$ cat src/fcu_pkg.sv
// Constants, types and field layout shared by the float compare unit.
// Function
// [RQ1] The flags operation computes the IEEE exceptions of first >= second and writes them as a vector.
// [RQ2] The flags vector uses the status layout: bits 0..6 are divide-by-zero up to output-flushed, zeros above.
// [RQ3] The flags operation never changes the status word flags; it only writes its destination.
// [RQ4] A denormal operand of the flags operation compares as zero and sets input-flushed in the vector.
// [RQ5] A guarded flags operation writes its destination only when the guard's low bit is 1.
// [RQ6] The greater compare writes 1 when first exceeds second and 0 in every other case.
// [RQ7] The greater compare flushes denormal operands to zero and sets input-flushed in the status word.
// [RQ8] Exceptions raised by the greater compare set the matching status word flags.
// [RQ9] Status word flags are sticky and are cleared only by an explicit status word write.
// [RQ10] The status flag update of the greater compare lands in the same cycle as its writeback.
// [RQ11] Simultaneous status updates are ORed together and with the flag's existing value.
// [RQ12] A greater compare with a false guard changes neither destination nor status flags.
// [RQ13] A greater compare with a quiet NaN operand returns 0 and raises bad operation.
// [RQ14] Both operations deliver their result one cycle after issue.
package fcu_pkg;

    // ----------
    // Operation codes and widths
    // ----------
    localparam int unsigned OPC_W        = 8;
    localparam logic [7:0]  OPC_GTR      = 8'h90;   // Decimal 144.
    localparam logic [7:0]  OPC_GEQFLAGS = 8'h93;   // Decimal 147.
    localparam int unsigned DATA_W       = 32;
    localparam int unsigned DEST_W       = 7;
    localparam int unsigned EXC_W        = 7;

    // ----------
    // Single-precision field layout
    // ----------
    localparam int unsigned SIGN_BIT  = 31;
    localparam int unsigned EXP_HI    = 30;
    localparam int unsigned EXP_LO    = 23;
    localparam int unsigned MANT_HI   = 22;
    localparam logic [7:0]  EXP_ZERO  = 8'h00;
    localparam logic [7:0]  EXP_ONES  = 8'hFF;
    localparam logic [22:0] MANT_ZERO = 23'h00_0000;

    // ----------
    // Exception flag positions
    // ----------
    localparam int unsigned DIVIDE_BY_ZERO_FLAG      = 0;
    localparam int unsigned INEXACT_FLAG             = 1;
    localparam int unsigned UNDERFLOW_FLAG           = 2;
    localparam int unsigned OVERFLOW_FLAG            = 3;
    localparam int unsigned BAD_OPERATION_FLAG       = 4;
    localparam int unsigned INPUT_FLUSHED_ZERO_FLAG  = 5;
    localparam int unsigned OUTPUT_FLUSHED_ZERO_FLAG = 6;
    localparam logic [6:0]  EXC_NONE                 = 7'h00;

    // ----------
    // Register map (byte addresses) and reset values
    // ----------
    localparam int unsigned AXI_AW        = 4;
    localparam logic [3:0]  REG_STATUS    = 4'h0;
    localparam logic [3:0]  REG_MASK      = 4'h4;
    localparam logic [3:0]  REG_CONTROL   = 4'h8;
    localparam logic [3:0]  REG_COUNT     = 4'hC;
    localparam logic [6:0]  MASK_RESET    = 7'h00;
    localparam int unsigned CTRL_ENABLE   = 0;
    localparam logic        ENABLE_RESET  = 1'b1;
    localparam logic [1:0]  RESP_OKAY     = 2'b00;
    localparam logic [1:0]  RESP_SLVERR   = 2'b10;
    localparam logic [31:0] WORD_ZERO     = 32'h0000_0000;
    localparam logic [31:0] WORD_ONE      = 32'h0000_0001;

    // ----------
    // Types
    // ----------
    typedef enum logic [1:0] {OP_NONE, OP_GTR, OP_GEQFLAGS} opKind_t;

    typedef struct packed {
        logic              valid;
        logic [OPC_W-1:0]  opcode;
        logic [31:0]       firstSource;
        logic [31:0]       secondSource;
        logic              guardPresent;
        logic [31:0]       guard;
        logic [DEST_W-1:0] dest;
    } issueReq_t;

    typedef struct packed {
        logic              valid;
        logic [DEST_W-1:0] dest;
        logic [31:0]       data;
    } writeback_t;

endpackage : fcu_pkg

$ cat src/float_compare_unit.sv
// Float compare unit: greater compare, greater-or-equal flags, status word, AXI4-Lite.
module float_compare_unit (
    input  wire logic                 clk,
    input  wire logic                 rst_n,
    input  wire logic                 ce,
    input  wire fcu_pkg::issueReq_t   issue,
    input  wire logic [6:0]           otherExcSet,
    output fcu_pkg::writeback_t       writeback_ff,
    output logic                      irq_ff,
    input  wire logic [3:0]           s_axi_awaddr,
    input  wire logic                 s_axi_awvalid,
    output logic                      s_axi_awready,
    input  wire logic [31:0]          s_axi_wdata,
    input  wire logic [3:0]           s_axi_wstrb,
    input  wire logic                 s_axi_wvalid,
    output logic                      s_axi_wready,
    output logic [1:0]                s_axi_bresp,
    output logic                      s_axi_bvalid,
    input  wire logic                 s_axi_bready,
    input  wire logic [3:0]           s_axi_araddr,
    input  wire logic                 s_axi_arvalid,
    output logic                      s_axi_arready,
    output logic [31:0]               s_axi_rdata,
    output logic [1:0]                s_axi_rresp,
    output logic                      s_axi_rvalid,
    input  wire logic                 s_axi_rready
);
    import fcu_pkg::*;

    // ----------
    // Declarations
    // ----------
    logic [6:0]  statusWord_ff;
    logic [6:0]  nxt_statusWord;
    logic [6:0]  irqMask_ff;
    logic        unitEnable_ff;
    logic [31:0] opCount_ff;
    logic [3:0]  awAddr_ff;
    logic        awHeld_ff;
    logic [31:0] wData_ff;
    logic [3:0]  wStrb_ff;
    logic        wHeld_ff;
    logic        writeFire;
    logic        statusWrite;
    logic [31:0] nxt_rdata;
    logic [1:0]  nxt_rresp;
    logic [1:0]  nxt_bresp;

    logic [31:0] firstFlushed;
    logic [31:0] secondFlushed;
    logic        firstDenorm;
    logic        secondDenorm;
    logic        firstNan;
    logic        secondNan;
    logic        firstZero;
    logic        secondZero;
    opKind_t     opKind;
    logic        guardPass;
    logic        execute;
    logic        anyNan;
    logic        greater;
    logic        equal;
    logic [6:0]  cmpExc;
    logic [6:0]  gtrSet;

    // ----------
    // Operand classification
    // ----------
    fp_operand_classify firstClass (
        .operand  (issue.firstSource),
        .flushed  (firstFlushed),
        .isDenorm (firstDenorm),
        .isNan    (firstNan),
        .isZero   (firstZero)
    );

    fp_operand_classify secondClass (
        .operand  (issue.secondSource),
        .flushed  (secondFlushed),
        .isDenorm (secondDenorm),
        .isNan    (secondNan),
        .isZero   (secondZero)
    );

    // ----------
    // Decode and guard
    // ----------

    // Opcodes that are not ours are ignored, so a shared issue bus is safe.
    always_comb begin
        if (!issue.valid || !unitEnable_ff) begin
            opKind = OP_NONE;
        end else if (issue.opcode == OPC_GTR) begin
            opKind = OP_GTR;
        end else if (issue.opcode == OPC_GEQFLAGS) begin
            opKind = OP_GEQFLAGS;
        end else begin
            opKind = OP_NONE;
        end
    end

    // An absent guard counts as true; a present one is judged by its low bit.
    assign guardPass = !issue.guardPresent || issue.guard[0];       // [RQ5] [RQ12]
    assign execute   = (opKind != OP_NONE) && guardPass;

    // ----------
    // Compare datapath
    // ----------

    // Ordered compare on flushed values; both zeros are equal whatever their sign.
    always_comb begin
        anyNan  = firstNan || secondNan;
        equal   = 1'b0;
        greater = 1'b0;
        if (anyNan) begin
            equal   = 1'b0;                                         // [RQ13]
            greater = 1'b0;                                         // [RQ13]
        end else if (firstZero && secondZero) begin
            equal = 1'b1;
        end else if (firstFlushed == secondFlushed) begin
            equal = 1'b1;
        end else if (firstFlushed[SIGN_BIT] != secondFlushed[SIGN_BIT]) begin
            greater = !firstFlushed[SIGN_BIT];                      // [RQ6]
        end else if (!firstFlushed[SIGN_BIT]) begin
            greater = firstFlushed[EXP_HI:0] > secondFlushed[EXP_HI:0];
        end else begin
            greater = firstFlushed[EXP_HI:0] < secondFlushed[EXP_HI:0];
        end
    end

    // Both compares raise the same exceptions: any NaN is invalid, and
    // a flushed input is reported; nothing else can arise from a compare.
    always_comb begin
        cmpExc = EXC_NONE;
        cmpExc[BAD_OPERATION_FLAG]      = anyNan;                   // [RQ1] [RQ13]
        cmpExc[INPUT_FLUSHED_ZERO_FLAG] = firstDenorm || secondDenorm; // [RQ4] [RQ7]
    end

    // Of the two operations, only an executing greater compare feeds the status word.
    assign gtrSet = (execute && opKind == OP_GTR) ? cmpExc : EXC_NONE; // [RQ3] [RQ8] [RQ12]

    // ----------
    // Writeback register
    // ----------

    // One cycle from issue to writeback; the valid strobe is one pulse.
    always_ff @(posedge clk or negedge rst_n) begin
        if (!rst_n) begin
            writeback_ff <= '0;
        end else if (ce) begin
            writeback_ff.valid <= execute;                          // [RQ14] [RQ5] [RQ12]
            if (execute) begin
                writeback_ff.dest <= issue.dest;
                if (opKind == OP_GTR) begin
                    writeback_ff.data <= greater ? WORD_ONE : WORD_ZERO; // [RQ6]
                end else begin
                    writeback_ff.data <= {25'h000_0000, cmpExc};    // [RQ1] [RQ2]
                end
            end
        end
    end

    // ----------
    // Status word
    // ----------

    // Sticky flags: a write of one clears, but a same-cycle set wins.
    always_comb begin
        nxt_statusWord = statusWord_ff;
        if (statusWrite) begin
            nxt_statusWord = statusWord_ff & ~wData_ff[EXC_W-1:0];  // [RQ9]
        end
        nxt_statusWord = nxt_statusWord | gtrSet | otherExcSet;     // [RQ11] [RQ9]
    end

    // Updated on the same edge as the writeback register above.
    always_ff @(posedge clk or negedge rst_n) begin
        if (!rst_n) begin
            statusWord_ff <= EXC_NONE;
        end else if (ce) begin
            statusWord_ff <= nxt_statusWord;                        // [RQ10]
        end
    end

    // Interrupt level follows the masked flags one cycle later.
    always_ff @(posedge clk or negedge rst_n) begin
        if (!rst_n) begin
            irq_ff <= 1'b0;
        end else if (ce) begin
            irq_ff <= |(statusWord_ff & irqMask_ff);
        end
    end

    // Count of compares that actually wrote back, for software visibility.
    always_ff @(posedge clk or negedge rst_n) begin
        if (!rst_n) begin
            opCount_ff <= WORD_ZERO;
        end else if (ce && execute) begin
            opCount_ff <= opCount_ff + WORD_ONE;
        end
    end

    // ----------
    // AXI4-Lite write channel
    // ----------
    assign writeFire   = awHeld_ff && wHeld_ff && !s_axi_bvalid;
    assign statusWrite = writeFire && (awAddr_ff == REG_STATUS) && wStrb_ff[0];

    // Address and data are held independently; ready drops until the
    // response is taken, so one write at a time is in flight.
    always_ff @(posedge clk or negedge rst_n) begin
        if (!rst_n) begin
            awAddr_ff     <= REG_STATUS;
            awHeld_ff     <= 1'b0;
            s_axi_awready <= 1'b1;
            wData_ff      <= WORD_ZERO;
            wStrb_ff      <= 4'h0;
            wHeld_ff      <= 1'b0;
            s_axi_wready  <= 1'b1;
            s_axi_bvalid  <= 1'b0;
            s_axi_bresp   <= RESP_OKAY;
        end else if (ce) begin
            if (s_axi_awvalid && s_axi_awready) begin
                awAddr_ff     <= s_axi_awaddr;
                awHeld_ff     <= 1'b1;
                s_axi_awready <= 1'b0;
            end
            if (s_axi_wvalid && s_axi_wready) begin
                wData_ff     <= s_axi_wdata;
                wStrb_ff     <= s_axi_wstrb;
                wHeld_ff     <= 1'b1;
                s_axi_wready <= 1'b0;
            end
            if (writeFire) begin
                awHeld_ff    <= 1'b0;
                wHeld_ff     <= 1'b0;
                s_axi_bvalid <= 1'b1;
                s_axi_bresp  <= nxt_bresp;
            end else if (s_axi_bvalid && s_axi_bready) begin
                s_axi_bvalid  <= 1'b0;
                s_axi_awready <= 1'b1;
                s_axi_wready  <= 1'b1;
            end
        end
    end

    // Write decode; only byte lane 0 carries register bits.
    always_comb begin
        if (awAddr_ff == REG_STATUS || awAddr_ff == REG_MASK) begin
            nxt_bresp = RESP_OKAY;
        end else if (awAddr_ff == REG_CONTROL || awAddr_ff == REG_COUNT) begin
            nxt_bresp = RESP_OKAY;
        end else begin
            nxt_bresp = RESP_SLVERR;
        end
    end

    // Software-written mask and enable.
    always_ff @(posedge clk or negedge rst_n) begin
        if (!rst_n) begin
            irqMask_ff    <= MASK_RESET;
            unitEnable_ff <= ENABLE_RESET;
        end else if (ce && writeFire && wStrb_ff[0]) begin
            if (awAddr_ff == REG_MASK) begin
                irqMask_ff <= wData_ff[EXC_W-1:0];
            end else if (awAddr_ff == REG_CONTROL) begin
                unitEnable_ff <= wData_ff[CTRL_ENABLE];
            end
        end
    end

    // ----------
    // AXI4-Lite read channel
    // ----------

    // Read decode; unmapped addresses answer zero with an error.
    always_comb begin
        nxt_rresp = RESP_OKAY;
        if (s_axi_araddr == REG_STATUS) begin
            nxt_rdata = {25'h000_0000, statusWord_ff};
        end else if (s_axi_araddr == REG_MASK) begin
            nxt_rdata = {25'h000_0000, irqMask_ff};
        end else if (s_axi_araddr == REG_CONTROL) begin
            nxt_rdata = {31'h0000_0000, unitEnable_ff};
        end else if (s_axi_araddr == REG_COUNT) begin
            nxt_rdata = opCount_ff;
        end else begin
            nxt_rdata = WORD_ZERO;
            nxt_rresp = RESP_SLVERR;
        end
    end

    // Data are captured at the address handshake and held until taken.
    always_ff @(posedge clk or negedge rst_n) begin
        if (!rst_n) begin
            s_axi_arready <= 1'b1;
            s_axi_rvalid  <= 1'b0;
            s_axi_rdata   <= WORD_ZERO;
            s_axi_rresp   <= RESP_OKAY;
        end else if (ce) begin
            if (s_axi_arvalid && s_axi_arready) begin
                s_axi_arready <= 1'b0;
                s_axi_rvalid  <= 1'b1;
                s_axi_rdata   <= nxt_rdata;
                s_axi_rresp   <= nxt_rresp;
            end else if (s_axi_rvalid && s_axi_rready) begin
                s_axi_rvalid  <= 1'b0;
                s_axi_arready <= 1'b1;
            end
        end
    end

endmodule : float_compare_unit

$ cat src/fp_operand_classify.sv
// Classifies one single-precision operand and flushes denormals to zero.
module fp_operand_classify (
    input  wire logic [31:0] operand,
    output logic      [31:0] flushed,
    output logic             isDenorm,
    output logic             isNan,
    output logic             isZero
);
    import fcu_pkg::*;

    logic [7:0]  expField;
    logic [22:0] mantField;

    // Field split and class decode; a flushed denormal keeps its sign bit.
    always_comb begin
        expField  = operand[EXP_HI:EXP_LO];
        mantField = operand[MANT_HI:0];
        isDenorm  = (expField == EXP_ZERO) && (mantField != MANT_ZERO);
        isNan     = (expField == EXP_ONES) && (mantField != MANT_ZERO);
        isZero    = (expField == EXP_ZERO);
        flushed   = isDenorm ? {operand[SIGN_BIT], 31'h0000_0000} : operand;
    end

endmodule : fp_operand_classify

$ cat config.mk
export PLATFORM = sky130hd
export DESIGN_NAME = float_compare_unit
export DESIGN_NICKNAME = d
export VERILOG_FILES = /design/src/fcu_pkg.sv /design/src/float_compare_unit.sv /design/src/fp_operand_classify.sv
export SDC_FILE = /design/constraint.sdc
export NUM_CORES = 1
export LEC_CHECK = 0
export ABC_AREA = 1
export BUFFER_PORTS_ARGS = -buffer_cell sky130_fd_sc_hd__buf_2
export CORE_UTILIZATION = 56
export DETAILED_ROUTE_END_ITERATION = 6
export GPL_TIMING_DRIVEN = 0
export HOLD_SLACK_MARGIN = 0.12
export PLACE_DENSITY = 0.95
export REMOVE_ABC_BUFFERS = 1
export SLEW_MARGIN = 20
export SYNTH_ARGS = -nofsm -noshare
export SYNTH_HDL_FRONTEND = slang
export SYNTH_HIERARCHICAL = 1
export SYNTH_SLANG_ARGS = --single-unit
$ cat constraint.sdc
create_clock -name clk -period 3.85 [get_ports clk]
set_input_delay 0.1925 -clock clk [delete_from_list [all_inputs] [get_ports clk]]
set_output_delay 0.1925 -clock clk [all_outputs]
set_load 0.005 [all_outputs]
Yosys cells after proc, flatten, opt, wreduce, memory -nomap -nowiden
Cells that the tools add are included.
{"block": "totals", "register_bits": 143, "input_bits": 172, "output_inout_bits": 82, "wordCells": 136}
{"block": "op_classes", "n_addsub": 1, "order_cmp": 2, "n_eq_ne": 13, "n_mux": 40, "bitwise_logic": 6, "n_reduce_logical": 53}
{"operator": "32-bit 2-to-1 mux", "count": 4}
{"operator": "31-bit 2-to-1 mux", "count": 2}
{"operator": "23-bit nonzero test", "count": 2}
{"operator": "32-bit by 1-bit adder with 32-bit output, second input constant", "count": 1}
{"operator": "32-bit == test", "count": 1}
{"operator": "8-bit == test, second input constant", "count": 4}
{"operator": "31-bit > comparator", "count": 1}
{"operator": "31-bit less-than comparator", "count": 1}
{"operator": "1-bit 2-to-1 mux", "count": 22}
{"operator": "2-bit AND reduction", "count": 10}
{"operator": "1-bit logical AND", "count": 19}
{"operator": "2-bit 2-to-1 mux", "count": 9}
{"operator": "4-bit == test, second input constant", "count": 4}
{"operator": "8-bit logical NOT", "count": 2}
{"operator": "7-bit AND", "count": 2}
{"operator": "6-bit 2-to-1 mux", "count": 2}
{"operator": "2-bit nonzero test", "count": 5}
{"operator": "4-bit by 3-bit == test with 1-bit output, second input constant", "count": 2}
{"operator": "4-bit logical NOT", "count": 2}
{"operator": "7-bit 2-to-1 mux", "count": 1}
{"operator": "7-bit NOT", "count": 1}
{"operator": "7-bit by 6-bit OR with 7-bit output", "count": 1}
{"operator": "7-bit OR", "count": 1}
{"operator": "7-bit OR reduction", "count": 1}
{"operator": "6 further kinds", "count": 15}

Logic depth before layout (Yosys ltp)
{"block": "depth", "depth_word": 11, "depth_mapped": 20, "ltp_nobuf": 20}

Cells and area by module
The synthesis kept the hierarchy.
{"mod": "float_compare_unit", "instances": 1, "cells_each": 827, "area_each_um2": 6605.1, "seq_area_each_um2": 2807.7}
{"mod": "fp_operand_classify", "instances": 2, "cells_each": 94, "area_each_um2": 516.7, "seq_area_each_um2": 0.0}

Worst setup path after synthesis
Ideal clock, no wire load.
{"block": "synth_timing", "path_type": "input -> register", "start": "input issue[60] (netlist name)", "end": "register writeback_ff[0] (netlist name)", "setup_ns": 0.117, "arrival_time_ns": 1.867, "t_required_ns": 3.733, "path_slack_ns": 1.865, "path_stages": 17, "path_buffers": 1, "cell_sequence": "nor2_1 > nand2_1 > nor2_2 > nand3_4 > buf_6 > a21oi_2 > inv_1 > ha_1 > a21o_1 > nor2_1 > nand2_1 > a21oi_1 > nand2_1 > nand2_1 > nand2_1 > nand3_1 > nand2_1"}
{"block": "synth_via", "elab_chain_cells": 11}
{"item": "start: declaration", "line_no": "float_compare_unit.sv:6", "rtl": "input wire fcu_pkg::issueReq_t issue,"}
{"item": "23-bit nonzero test (*)", "line_no": "fp_operand_classify.sv:18", "rtl": "isDenorm = (expField == EXP_ZERO) && (mantField != MANT_ZERO);"}
{"item": "1-bit logical AND (*)", "line_no": "fp_operand_classify.sv:18"}
{"item": "31-bit 2-to-1 mux (*)", "line_no": "fp_operand_classify.sv:21", "rtl": "flushed = isDenorm ? {operand[SIGN_BIT], 31'h0000_0000} : operand;"}
{"item": "net secondFlushed[22]", "line_no": "float_compare_unit.sv:50", "rtl": "logic [31:0] secondFlushed;"}
{"item": "31-bit > comparator / 31-bit less-than comparator (equally long branches)", "line_no": "float_compare_unit.sv:125, float_compare_unit.sv:127"}
{"item": "1-bit 2-to-1 mux", "line_no": "float_compare_unit.sv:124", "rtl": "end else if (!firstFlushed[SIGN_BIT]) begin"}
{"item": "1-bit 2-to-1 mux", "line_no": "float_compare_unit.sv:122", "rtl": "end else if (firstFlushed[SIGN_BIT] != secondFlushed[SIGN_BIT]) begin"}
{"item": "1-bit 2-to-1 mux (*)", "line_no": "float_compare_unit.sv:120", "rtl": "end else if (firstFlushed == secondFlushed) begin"}
{"item": "1-bit 2-to-1 mux (*)", "line_no": "float_compare_unit.sv:118", "rtl": "end else if (firstZero && secondZero) begin"}
{"item": "1-bit 2-to-1 mux (*)", "line_no": "float_compare_unit.sv:115", "rtl": "if (anyNan) begin"}
{"item": "1-bit 2-to-1 mux (*)", "line_no": "float_compare_unit.sv:155", "rtl": "writeback_ff.data <= greater ? WORD_ONE : WORD_ZERO;"}
{"item": "6-bit 2-to-1 mux (*)", "line_no": "float_compare_unit.sv:154", "rtl": "if (opKind == OP_GTR) begin"}
{"item": "end: declaration", "line_no": "float_compare_unit.sv:8", "rtl": "output fcu_pkg::writeback_t writeback_ff,"}
The timed path passes the listed nets; every way through them passes the cells marked *.
A chain may end at the register's enable or synchronous reset.

Worst setup path in the final report
{"block": "layout_timing", "start": "input issue[102] (netlist name)", "end": "register writeback_ff[0] (netlist name)"}
{"block": "layout_via", "elab_chain_cells": 11}
{"item": "8-bit logical NOT (*)", "line_no": "fp_operand_classify.sv:20", "rtl": "isZero = (expField == EXP_ZERO);"}
{"item": "net firstZero", "line_no": "float_compare_unit.sv:55", "rtl": "logic firstZero;"}
{"item": "1-bit logical AND (*)", "line_no": "fp_operand_classify.sv:18"}
{"item": "31-bit 2-to-1 mux (*)", "line_no": "fp_operand_classify.sv:21"}
{"item": "net firstFlushed[20]", "line_no": "float_compare_unit.sv:49", "rtl": "logic [31:0] firstFlushed;"}
{"item": "31-bit > comparator / 31-bit less-than comparator (equally long branches)", "line_no": "float_compare_unit.sv:125, float_compare_unit.sv:127"}
{"item": "1-bit 2-to-1 mux", "line_no": "float_compare_unit.sv:124"}
{"item": "1-bit 2-to-1 mux", "line_no": "float_compare_unit.sv:122"}
{"item": "1-bit 2-to-1 mux (*)", "line_no": "float_compare_unit.sv:120"}
{"item": "1-bit 2-to-1 mux (*)", "line_no": "float_compare_unit.sv:118"}
{"item": "1-bit 2-to-1 mux (*)", "line_no": "float_compare_unit.sv:115"}
{"item": "1-bit 2-to-1 mux (*)", "line_no": "float_compare_unit.sv:155"}
{"item": "6-bit 2-to-1 mux (*)", "line_no": "float_compare_unit.sv:154"}
Marks and branches as above.

==> run summary <==
GLOBAL ROUTING
--------------------------------------------------------------------------------------------
Antenna violations before repair                                                           0
Via count of the first global-routing pass                                              6980
Global-route wire length before repair                                              32000 um
Pin count of the biggest net entering global routing                                      67
Grt total ovfl                                                                             0
Total global-route track usage                                                         28.4%

HOLD PATH
--------------------------------------------------------------------------------------------
Type of the worst min-delay path                                                      in2reg

LOGIC SYNTHESIS
--------------------------------------------------------------------------------------------
Seq cells post-synth                                                                     112
Top post-synthesis cells by count                                               sky130_fd_sc_hd__nand2_1, sky130_fd_sc_hd__inv_1, sky130_fd_sc_hd__dfrtp_1, sky130_fd_sc_hd__nor2_1, sky130_fd_sc_hd__o21ai_0
Fraction of post-synthesis cell area in the top cell type by area                      35.4%
Most common cell in the netlist                                                 sky130_fd_sc_hd__nand2_1
Post-synthesis cell area                                                        0.00764 sq mm
Number of synthesized flops with an enable pin                                             0
Top cell type by total area after synthesis                                     sky130_fd_sc_hd__dfrtp_1
Synthesized-area fraction occupied by ao, oa, aoi and oai cells                        14.5%
Basic-gate share of the synthesized area counting and, or, nand and nor cells          25.4%
Synth Area in XOR/XNOR                                                                 3.10%
Share of cell area taken by muxes after synthesis                                         0%
Dominant combinational cell family by area after synthesis                      simple AND/OR/NAND/NOR gates
Share of synthesized flip-flops with an asynchronous set or reset                       100%
Ys Warns                                                                                   6
Top post-synthesis cells by area                                                sky130_fd_sc_hd__dfrtp_1, sky130_fd_sc_hd__nand2_1, sky130_fd_sc_hd__inv_1, sky130_fd_sc_hd__ha_1, sky130_fd_sc_hd__nor2_1
Area share of fa/ha/maj cells after synthesis                                          5.24%
Synthesized netlist cell count                                                          1015
Fraction of the yosys area taken by sequential cells                                   36.8%
Predominant post-synthesis flop cell                                            sky130_fd_sc_hd__dfrtp_1
Distinct cell type count after synthesis                                                  37
Mean cell area of the mapped netlist                                              7.53 sq um

STA
--------------------------------------------------------------------------------------------
Post-Route Skew                                                                      9.65 ps
Achievable frequency                                                               0.437 GHz
Final TNS setup                                                                         0 ps
Setup ws final                                                                       1560 ps
Post-route fraction of the period consumed by the critical path                        59.4%
RSZ-0062 raised after global routing                                                      no
Slew headroom                                                                          34.4%
Final Critical Period                                                                2290 ps
Fin. Hold Viols                                                                            0
Final Slew Violations                                                                      0
Worst-margin pin slew                                                                 981 ps
Number of setup violations in the final report                                             0

WORST SETUP PATH
--------------------------------------------------------------------------------------------
Family with the most delay on the worst path                                    simple AND/OR/NAND/NOR gates
Startpoint kind of the worst setup timing path                                    input port
Largest fanout on the critical path                                                       25
Worst reg2reg setup slack                                                            1860 ps
Slowest cell on the critical path                                               sky130_fd_sc_hd__nor2_4
Critical Path Max Stage Delay                                                         670 ps
Worst-path cell chain                                                           buf_2, nor2_1, nand2_1, nor2_4, a21oi_2, ha_1, nand2_1, nor4_1, nand3_1, nand3_1, nand2_1, nand3_1, nand2_1
Buffers plus inverters on the worst setup path                                             1
Worst path required time                                                             4110 ps
CP most frequent cell                                                           sky130_fd_sc_hd__nand2_1
Critical path capture point type                                                    register
Category of the most critical setup path                                              in2reg
Worst Path Arrival                                                                   2540 ps

CELLS AND AREA
--------------------------------------------------------------------------------------------
Multi-input logic area                                                          0.00382 sq mm
Fraction of layout cells with a size suffix above 1                                    23.3%
P&R area growth vs syn                                                                 16.7%
Storage element area                                                            0.00281 sq mm
Util after Layout                                                                      67.1%
Number of nets at the end of the flow                                                   1380
# fillers                                                                               1066

CTS
--------------------------------------------------------------------------------------------
Number of clock buffers inserted by TritonCTS                                              9
Resize count post-CTS                                                                      0
TritonCTS clock tree                                                                     yes
Worst-path clk slew                                                                    80 ps
Clock root buffer                                                               sky130_fd_sc_hd__clkbuf_16
Post-CTS setup buffer count                                                                0
Maximum buffer depth of the clock tree                                                     2
Number of H-tree branching levels                                                          3
Latest clock arrival within the worst-skew pair                                       360 ps
TritonCTS Sinks                                                                          112

PLACED DESIGN
--------------------------------------------------------------------------------------------
Pre-CTS setup slack                                                                  1210 ps
Total half-perimeter wirelength after legalization and detailed placement           13700 um
Count of buffers from port buffering                                                     163
Final weighted congestion in routability-driven placement                              0.922

DRT
--------------------------------------------------------------------------------------------
Count of unresolved DRC violations after routing                                           0
Routed wire length                                                                  19200 um
Number of DRC markers in iteration 0                                                     445
Antenna violation net count after detailed routing                                         0
Number of search-and-repair iterations in the first detailed-routing pass                  5
WL/cell                                                                              14.1 um
Post-detailed-route via-to-cell ratio                                                   5.25
Via Count                                                                               7121

FLOORPLANNING
--------------------------------------------------------------------------------------------
DIE HEIGHT                                                                            119 um
Count of standard-cell rows                                                               42
Top-level I/O count                                                                      254
Die Wd                                                                                119 um
Core area                                                                       0.0133 sq mm
Starting density of the core                                                           57.5%
Die area                                                                        0.0141 sq mm

POWER
--------------------------------------------------------------------------------------------
PnR Total Power                                                                      3.16 mW
Total leakage power                                                                  4.78 nW
Peak ir drop on the vdd network                                                   0.000300 V
Power per standard cell area                                                     354 mW/mm^2

STATUS
--------------------------------------------------------------------------------------------
Status                                                                             completed

FLOW RUN
--------------------------------------------------------------------------------------------
Count of maximum capacitance violations                                                    0

power by group:
group | total [mW] | internal, mW | switching (mW)
Sequential | 1.53 | 1.39 | 0.145
Combinational | 0.731 | 0.315 | 0.416
Clock | 0.897 | 0.446 | 0.450
Total | 3.16 | 2.15 | 1.01
worst paths after layout:
path                                      start               to  cells after the start
min in group asynchronous                 rst_n  s_axi_rdata[14]                      2
max in group asynchronous                 rst_n    unitEnable_ff                      3
worst min-delay path              s_axi_arvalid   s_axi_rdata[9]                      3
worst min register to register  s_axi_rdata[18]  s_axi_rdata[18]                      2
worst max register to register    unitEnable_ff    opCount_ff[8]                      8
worst max-delay path                 issue[102]  writeback_ff[0]                     13
per-stage QoR:
stage | cell area [sq um] | hold slack, ps | instances
2_1_floorplan | 7230 | -103 | 969
3_3_place_gp | 8260 | 387 | 1308
3_5_place_dp | 8320 | 224 | 1309
4_1_cts | 8910 | 130 | 1356
5_1_grt | 8910 | 145 | 1356
6_report | 8920 | 142 | 1357
per-layer routing:
metal | global-route usage, % | up-vias | share of wire, % | wire length [um]
li1 | - | 3464 | - | -
met3 | 5.94 | 50 | 6.0 | 1160
met2 | 49.9 | 285 | 50 | 9640
met1 | 33.3 | 3322 | 40 | 7770
met4 | 12.3 | 0 | 3.3 | 627
met5 | 0 | - | 0 | 0
cells by family after synthesis:
logic type	Yosys count
compound gates	164
xor+xnor	27
fa+ha+maj	32
buf+inv	240
flops	112
other cells	1
simple gates	439
cell usage in the layout (no fill, tap or decap), types with 4 or more instances in the layout:
cell and n:
sky130_fd_sc_hd__nand2_1 255, sky130_fd_sc_hd__xor2_1 27, sky130_fd_sc_hd__nand3_4 4, sky130_fd_sc_hd__nor3_1 16, sky130_fd_sc_hd__nor2_1 91, sky130_fd_sc_hd__inv_1 154
sky130_fd_sc_hd__o21ai_0 50, sky130_fd_sc_hd__nor3_2 11, sky130_fd_sc_hd__dfstp_2 4, sky130_fd_sc_hd__clkbuf_16 9, sky130_fd_sc_hd__ha_1 32, sky130_fd_sc_hd__nand3_1 21
sky130_fd_sc_hd__buf_2 162, sky130_fd_sc_hd__o31ai_1 24, sky130_fd_sc_hd__nor2_2 10, sky130_fd_sc_hd__dfrtp_1 108, sky130_fd_sc_hd__a21oi_2 36, sky130_fd_sc_hd__o21ai_2 10
sky130_fd_sc_hd__dlygate4sd3_1 32, sky130_fd_sc_hd__a221oi_1 9, sky130_fd_sc_hd__inv_2 10, sky130_fd_sc_hd__a21oi_1 25, sky130_fd_sc_hd__nand4_1 16, sky130_fd_sc_hd__o21ai_1 6
sky130_fd_sc_hd__conb_1 31
cell type report:
cell class,count,area share (%)
multi-input cells,693,42.9
flip-flops and latches,112,31.5
repair buffers,196,13.1
inverters,164,6.90
clock buffers,9,2.53
well taps,176,2.47
clock inverters,6,0.603
diodes,1,0.0281
registers in the layout (all words and copies together) (netlist names), 4 cells and up:
register       flops
statusWord_ff      7
awAddr_ff          4
wData_ff           7
opCount_ff        32
writeback_ff      11
s_axi_rdata       32
irqMask_ff         7
repair_timing:
| item | CTS | global route |
|---|---|---|
| endpoints found under the hold margin | 90 | 0 |
| hold buffers | 32 | 0 |
| endpoints found under the setup margin | 0 | 0 |
worst register-to-register path: cells and delay by family, from the launching register on:
kind | cells | cell delay (ps)
buffers and inverters | 2 | 610
AND/OR/NAND/NOR | 4 | 430
flip-flops | 1 | 580
AO/OA/AOI/OAI | 2 | 270
(Power assumes the default switching activity.)
